==> src/core/ucq_pkg.sv <==
// Shared constants for the undervoltage cycle qualifier
package ucq_pkg;
    localparam int QUAL_WIDTH = 3;
    localparam logic [2:0] QUAL_COUNT = 3'h7;
    localparam logic [2:0] QUAL_ZERO = 3'h0;
    localparam logic [2:0] QUAL_ONE = 3'h1;
    typedef enum logic [1:0] {ST_LOCKED, ST_RUNNING} ucq_state_t;
endpackage

==> src/core/ucq_edge_select.sv <==
// Master clock edge source selection: oscillator or external sync falling edge
`timescale 1ns/1ns
`default_nettype none
module ucq_edge_select (
    // Clock and reset
    input wire logic ref_clk,
    input wire logic rst,
    // Edge sources
    input wire logic oscTick,
    input wire logic syncIn,
    // Selected cycle start
    output logic cycleStart
);
    logic syncPrev_r;
    logic syncSeen_r;

    always_ff @(posedge ref_clk) begin
        if (rst) begin
            syncPrev_r <= 1'b0;
        end else begin
            syncPrev_r <= syncIn;
        end
    end

    // Any sync activity hands the master clock over; held low returns to oscillator
    always_ff @(posedge ref_clk) begin
        if (rst) begin
            syncSeen_r <= 1'b0;
        end else if (syncIn) begin
            syncSeen_r <= 1'b1;
        end else if (!syncPrev_r) begin
            syncSeen_r <= syncSeen_r && oscTick ? 1'b0 : syncSeen_r;
        end
    end

    always_ff @(posedge ref_clk) begin
        if (rst) begin
            cycleStart <= 1'b0;
        end else if (syncSeen_r) begin
            cycleStart <= syncPrev_r && !syncIn;
        end else begin
            cycleStart <= oscTick;
        end
    end
endmodule
`default_nettype wire

==> src/core/undervoltage_cycle_qualifier.sv <==
// Per-cycle ramp qualification and undervoltage lockout state
`timescale 1ns/1ns
`default_nettype none
// What this block does
// Each master clock edge starts a ramp
// Clock before ramp done marks undervoltage cycle
// PWM held off without ramp completion each cycle
// Three-bit counter filters per-cycle results
// Seven good cycles: power-good, soft-start, drives on
// Running: seven bad cycles declare undervoltage
// Soft-start held low while locked out
// Counter cleared on every lockout state change
// Sync falling edges replace oscillator when present
// Ramp cut by sync counts as undervoltage
module undervoltage_cycle_qualifier (
    // Clock and reset
    input wire logic ref_clk,
    input wire logic rst,
    // Oscillator and sync
    input wire logic oscTick,
    input wire logic syncIn,
    // Analog comparator: ramp reached 90%
    input wire logic rampDone,
    // Outputs
    output logic rampStart,
    output logic powerGood,
    output logic softStartRelease,
    output logic pwmEnable,
    output logic gateDrivesOff,
    output logic undervoltageLockout,
    output logic [ucq_pkg::QUAL_WIDTH-1:0] qualCount
);
    logic cycleStart;
    logic rampSeen_r;
    logic goodCycle;
    ucq_pkg::ucq_state_t state_r;
    ucq_pkg::ucq_state_t state_nxt;
    logic [ucq_pkg::QUAL_WIDTH-1:0] count_r;
    logic [ucq_pkg::QUAL_WIDTH-1:0] count_nxt;

    ucq_edge_select edgeSel (
        .ref_clk(ref_clk),
        .rst(rst),
        .oscTick(oscTick),
        .syncIn(syncIn),
        .cycleStart(cycleStart)
    );

    // Ramp completion latched within the current period
    always_ff @(posedge ref_clk) begin
        if (rst) begin
            rampSeen_r <= 1'b0;
        end else if (cycleStart) begin
            rampSeen_r <= 1'b0;
        end else if (rampDone) begin
            rampSeen_r <= 1'b1;
        end
    end

    // A sync edge that cuts the ramp short looks the same: not yet done
    assign goodCycle = rampSeen_r || rampDone;

    always_comb begin
        state_nxt = state_r;
        count_nxt = count_r;
        if (cycleStart) begin
            unique case (state_r)
                ucq_pkg::ST_LOCKED: begin
                    if (!goodCycle) begin
                        count_nxt = ucq_pkg::QUAL_ZERO;
                    end else if (count_r == ucq_pkg::QUAL_COUNT - ucq_pkg::QUAL_ONE) begin
                        state_nxt = ucq_pkg::ST_RUNNING;
                        count_nxt = ucq_pkg::QUAL_ZERO;
                    end else begin
                        count_nxt = count_r + ucq_pkg::QUAL_ONE;
                    end
                end
                ucq_pkg::ST_RUNNING: begin
                    if (goodCycle) begin
                        count_nxt = ucq_pkg::QUAL_ZERO;
                    end else if (count_r == ucq_pkg::QUAL_COUNT - ucq_pkg::QUAL_ONE) begin
                        state_nxt = ucq_pkg::ST_LOCKED;
                        count_nxt = ucq_pkg::QUAL_ZERO;
                    end else begin
                        count_nxt = count_r + ucq_pkg::QUAL_ONE;
                    end
                end
                default: begin
                    state_nxt = ucq_pkg::ST_LOCKED;
                    count_nxt = ucq_pkg::QUAL_ZERO;
                end
            endcase
        end
    end

    always_ff @(posedge ref_clk) begin
        if (rst) begin
            state_r <= ucq_pkg::ST_LOCKED;
            count_r <= ucq_pkg::QUAL_ZERO;
        end else begin
            state_r <= state_nxt;
            count_r <= count_nxt;
        end
    end

    always_ff @(posedge ref_clk) begin
        if (rst) begin
            rampStart <= 1'b0;
        end else begin
            rampStart <= cycleStart;
        end
    end

    // Drives stay off for one clock after release, PWM gets it at the next good master clock cycle
    always_ff @(posedge ref_clk) begin
        if (rst) begin
            powerGood <= 1'b0;
            softStartRelease <= 1'b0;
            undervoltageLockout <= 1'b1;
            gateDrivesOff <= 1'b1;
            pwmEnable <= 1'b0;
            qualCount <= ucq_pkg::QUAL_ZERO;
        end else begin
            powerGood <= (state_nxt == ucq_pkg::ST_RUNNING);
            softStartRelease <= (state_nxt == ucq_pkg::ST_RUNNING);
            undervoltageLockout <= (state_nxt == ucq_pkg::ST_LOCKED);
            gateDrivesOff <= (state_nxt == ucq_pkg::ST_LOCKED) || !softStartRelease;
            if (state_nxt == ucq_pkg::ST_LOCKED) begin
                pwmEnable <= 1'b0;
            end else if (cycleStart) begin
                pwmEnable <= goodCycle && softStartRelease;
            end
            qualCount <= count_nxt;
        end
    end
endmodule
`default_nettype wire

==> config.mk <==
export PLATFORM = sky130hd
export DESIGN_NAME = undervoltage_cycle_qualifier
export DESIGN_NICKNAME = d
export VERILOG_FILES = /design/src/core/ucq_pkg.sv /design/src/core/ucq_edge_select.sv /design/src/core/undervoltage_cycle_qualifier.sv
export SDC_FILE = /design/constraint.sdc
export NUM_CORES = 1
export LEC_CHECK = 0
export BUFFER_PORTS_ARGS = -buffer_cell sky130_fd_sc_hd__buf_4
export CAP_MARGIN = 20
export CORE_ASPECT_RATIO = 1.25
export CORE_MARGIN = 1
export CORE_UTILIZATION = 31
export DETAILED_ROUTE_END_ITERATION = 10
export MAX_ROUTING_LAYER = met4
export PLACE_DENSITY = 0.61
export REMOVE_ABC_BUFFERS = 1
export SLEW_MARGIN = 20
export SYNTH_ARGS = -nofsm -noshare
export SYNTH_HDL_FRONTEND = slang
export SYNTH_SLANG_ARGS = --single-unit
==> constraint.sdc <==
create_clock -name ref_clk -period 2.9 [get_ports ref_clk]
set_input_delay 0.435 -clock ref_clk [delete_from_list [all_inputs] [get_ports ref_clk]]
set_output_delay 0.435 -clock ref_clk [all_outputs]
set_load 0.02 [all_outputs]
# ---- Word level (Yosys, flattened, before mapping)
# Index checks and enable logic that the tools add are counted.
# W data, S select, Z words.
dict set report classes {
  n_addsub 1
  eq_ne 4
  n_mux 14
  n_reduce_logical 13
}
# operator n
set op_table {}
lappend op_table {{$mux W2} 5}
lappend op_table {{$mux W3} 3}
lappend op_table {{$pmux W3 S2} 1}
lappend op_table {{$eq A2 B1 Y1 const B} 2}
lappend op_table {{$logic_not A2 Y1} 2}
lappend op_table {{$mux W1} 4}
lappend op_table {{$pmux W2 S2} 1}
lappend op_table {{$reduce_or A2 Y1} 2}
lappend op_table {{$add A3 B1 Y3 const B} 1}
lappend op_table {{$eq A3 B3 Y1 const B} 1}
lappend op_table {{$logic_and A1 B1 Y1} 3}
lappend op_table {{$logic_not A1 Y1} 2}
lappend op_table {{$logic_or A1 B1 Y1} 2}
lappend op_table {{$ne A2 B2 Y1 const B} 1}
lappend op_table {{$reduce_and A2 Y1} 1}
lappend op_table {{$reduce_bool A2 Y1} 1}
dict set report totals {
  register_bits 14
  input_bits 5
  output_inout_bits 9
  word_cells 43
}

# ---- Depth between registers and ports, before layout
dict set report depth {
  word_depth 7
  mapped_depth 4
  depth_no_buf 3
}

# ---- Hierarchy
# Synthesis repeated with hierarchy kept, for this count alone.
dict set report unflattened {
  hier_cells 60
  hier_area_um2 571.8
}
# mod instances cells_each area_each_um2 seq_area_each_um2
set modules_own_cells {}
lappend modules_own_cells {undervoltage_cycle_qualifier 1 50 470.5 220.2}
lappend modules_own_cells {ucq_edge_select 1 10 101.3 60.1}

# ---- Least setup slack after synthesis
# Ideal clock, no wire load.
dict set report synth_path {
  path_kind {register to register}
  start {register, netlist name qualCount[1]}
  end {register gateDrivesOff}
  setup_time_ps 116
  t_arrival_ps 1422
  t_required_ps 2784
  path_slack_ps 1362
  path_stages_with_launch 4
  path_buffers 0
  synth_period_minus_slack_ps 1538
  cell_sequence {dfxtp_1 -> nand4b_2 -> or4_4 -> a31o_1}
}
# item line_no
set synth_rtl {}
lappend synth_rtl {{to (signal assigned)} undervoltage_cycle_qualifier.sv:127} ;# gateDrivesOff <= (state_nxt == ucq_pkg::ST_LOCKED) || !softStartRelease;
lappend synth_rtl {{to (decl)} undervoltage_cycle_qualifier.sv:29} ;# output logic gateDrivesOff,

# ---- Final worst setup path
dict set report layout_path {
  start {register edgeSel.cycleStart}
  end {register gateDrivesOff}
}
dict set report layout_between {
  elab_chain_cells 3
}
# item line_no
set layout_lines {}
lappend layout_lines {{from (decl)} ucq_edge_select.sv:12} ;# output logic cycleStart
lappend layout_lines {{from (signal assigned)} ucq_edge_select.sv:40} ;# cycleStart <= syncPrev_r && !syncIn;
lappend layout_lines {{from (signal assigned)} ucq_edge_select.sv:42} ;# cycleStart <= oscTick;
lappend layout_lines {{$mux W2} undervoltage_cycle_qualifier.sv:66} ;# if (cycleStart) begin
lappend layout_lines {{$logic_not A2 Y1} undervoltage_cycle_qualifier.sv:127}
lappend layout_lines {{$logic_or A1 B1 Y1} undervoltage_cycle_qualifier.sv:127}
# Every way passes these cells.
# A chain may end at the register's enable or synchronous reset.

==> results.tsv <==
stage	metric	value	unit
placed_design	place_hpwl	738	um
sta	finalMaxSlewViolations	0	
setup_path	reg2reg_slack	1.40	ns
setup_path	timing.critical_path.cells	nand4b_2, or4_4, a31o_1	
global_routing	antenna_found_initial	0	
placed_design	placed_area	669	sq um
clock_network	cts_buffers	3	
sta	max_freq	667	MHz
pwr	p_leak	0.000311	uW
clock_network	cts.clk_slew.worst_paths	0.08	ns
setup_path	reg2reg_depth	3	
drt	drt_iter0_markers	5	
pwr	powerDensity	521	nW/um^2
setup_path	startpoint	edgeSel.cycleStart	
clock_network	post_cts.repair.setup_buffers	0	
clock_network	ctsResizeCount	0	
setup_path	crit_required	3.08	ns
synth	synth_area	561	sq um
pwr	ir_drop	293	uV
synth	synth_edf_count	0	
global_routing	grt_pass1_vias	397	
synth	synth_fa_ha_area_share	0	%
clock_network	htreeDepth	1	
sta	rsz0062_at_grt	no	
flow_run	maxCapViolations	0	
setup_path	r2r-start	edgeSel.cycleStart	
synth	synth_top_family_by_area	simple AND/OR/NAND/NOR gates	
synth	synthDistinctLibCells	27	
cells_and_area	num-nets-final	80	
drt	drc	0	
setup_path	cp_data_arrival_time	1.68	ns
cells_and_area	areaGrowthSynthToFinish	25.9	%
global_routing	grt_pass1_wl	1660	um
synth	post-synth-top-count-cell	dfxtp_1	
synth	async_flop_share	0	%
floorplan	io_pins	14	
drt	wl_per_cell	10.6	um
synth	synth-compound-area-share	12.9	%
worst_hold_path	min_from	syncIn	
sta	finalCritPeriodShare	51.7	%
synth	muxShareOfSynthArea	3.57	%
synth	synthSimpleGateAreaFrac	28.8	%
sta	hold_viol_final	0	
setup_path	startpoint_type	register	
placed_design	place.gp.congestion	0.683	
cells_and_area	antenna_cells	0	
synth	ys_top_cells_by_area	dfxtp_1 (50%), nand2_1 (4.0%), mux2i_1 (3.6%)	
global_routing	gr-total-overflow	0	
clock_network	clockRootBuffer	clkbuf_4	
placed_design	port_buffers	13	
clock_network	cts_tree	yes	
drt	ant_nets	0	
worst_hold_path	min_to	edgeSel.syncSeen_r	
setup_path	rr_endpoint	gateDrivesOff	
worst_hold_path	worstHoldPathCells	3	
floorplan	rows	16	
setup_path	critPathMaxFanout	8	
synth	yosys.area.top_type	dfxtp_1	
cells_and_area	layout-drive-gt1-share	29.7	%
drt	dr.pass1.iters	4	
cells_and_area	final_area	706	sq um
setup_path	slowest_delay	0.53	ns
setup_path	slowest_stage	or4_4	
status	status	complete, no violations	
floorplan	die_x	40.0	um
synth	syn_inst	59	
global_routing	gr-usage-all-layers	12.9	%
sta	relSlewSlack	73.4	%
synth	synthTopCellsByCount	dfxtp_1 (14), nand2_1 (6), inv_1 (4), nor2_1 (4), a21oi_1 (3)	
synth	synth-seq-cells	14	
synth	seq_area_frac_synth	50.0	%
drt	drt_wl_total	975	um
clock_network	cts_hold_buf	0	
drt	via_per_inst	5.00	
sta	fin_skew	0.00505	ns
sta	min_period	1.50	ns
synth	synth_warnings	0	
setup_path	crit_type	reg -> reg	
floorplan	die-area	1980	sq um
synth	syn_area_per_cell	9.50	sq um
sta	tightestPinTransition	0.395	ns
clock_network	cts_num_sinks	14	
floorplan	die_h	49.5	um
synth	synth_xor_area_share	0	%
clock_network	clockBufferDepth	2	
floorplan	core	1620	sq um
worst_hold_path	hold_class	in -> reg	
drt	via_count	460	
synth	synthFlopType	dfxtp_1	
synth	yosysTopAreaCellShare	50.0	%
sta	setup_violations	0	
sta	fin_tns_setup	0	ns
clock_network	clk-insertion-delay-late	0.28	ns
floorplan	floorplan.initialDensity	34.6	%
setup_path	cp-end-kind	register	
global_routing	grt_max_degree	11	
## power breakdown
part / leakage [uW] / switching (uW) / internal [uW]
clock network: 0.0000210 / 62.7 / 76.5
registers: 0.000114 / 4.94 / 197
logic: 0.000176 / 13.0 / 13.3
## final cells by class
cell class	instances	area, sq um
Inverter	4	15.0
Fill cell	172	916
Sequential cell	14	280
Multi-Input combinational cell	39	254
Timing Repair Buffer	13	97.6
Clock buffer	4	36.3
Tap cell	18	22.5
## layout by cell type, fill, tap and decap left out, types with 2 or more instances in the layout
cell type / instances
mux2i_1: 2
nor2b_1: 2
nand2_1: 6
a31oi_1: 2
buf_4: 13
dfxtp_1: 14
nand4_1: 2
nand2b_1: 2
a21oi_1: 3
clkbuf_4: 3
nor2_1: 4
a41oi_1: 2
inv_1: 4
## stage by stage
step	cells	hold slack [ns]	util (%)	total power, uW	setup slack (ns)
floorplan	57	0.449	-	221	1.36
global placement	88	0.483	41.3	233	1.43
detailed placement	88	0.480	41.3	233	1.41
CTS	92	0.376	43.5	371	1.40
global route	92	0.386	43.5	385	1.31
finish	92	0.383	43.5	368	1.40
## metal layers
layer / part of all wire, % / wire [um] / vias to the layer above / track usage [%]
li1: - / - / 240 / -
met1: 46 / 447 / 204 / 15.9
met2: 45 / 442 / 11 / 16.7
met3: 4.6 / 45 / 5 / 4.05
met4: 4.0 / 39 / 0 / 10.3
met5: 0 / 0 / - / -
## worst max path at each step
stage                          endpoint  slack (ns)  cells after the start
after floorplan           gateDrivesOff        1.36                      3
after global placement    gateDrivesOff        1.43                      3
after detailed placement  gateDrivesOff        1.41                      3
after CTS                 gateDrivesOff        1.40                      3
after global routing      gateDrivesOff        1.31                      3
final                     gateDrivesOff        1.40                      3
## worst max-delay path: cells and delay by family (launching register included)
kind,cells,cell delay [ns]
AO/OA/AOI/OAI,1,0.23
AND/OR/NAND/NOR,2,0.71
flip-flops,1,0.46
## sequential cells by signal, indices dropped and copies added (netlist names)
name and flops:
edgeSel.cycleStart 1, rampSeen_r 1, gateDrivesOff 1, rampStart 1
softStartRelease 1, edgeSel.syncSeen_r 1, state_r 2, undervoltageLockout 1
edgeSel.syncPrev_r 1, pwmEnable 1, qualCount 3
## cell families (layout without fill, tap and decap cells)
logic type | Yosys count | count (layout)
AO/OA/AOI/OAI | 11 | 11
buffers and inverters | 6 | 21
flip-flops | 14 | 14
multiplexers | 2 | 2
AND/OR/NAND/NOR | 26 | 26
Note: power is estimated with default switching activity, not from simulation.
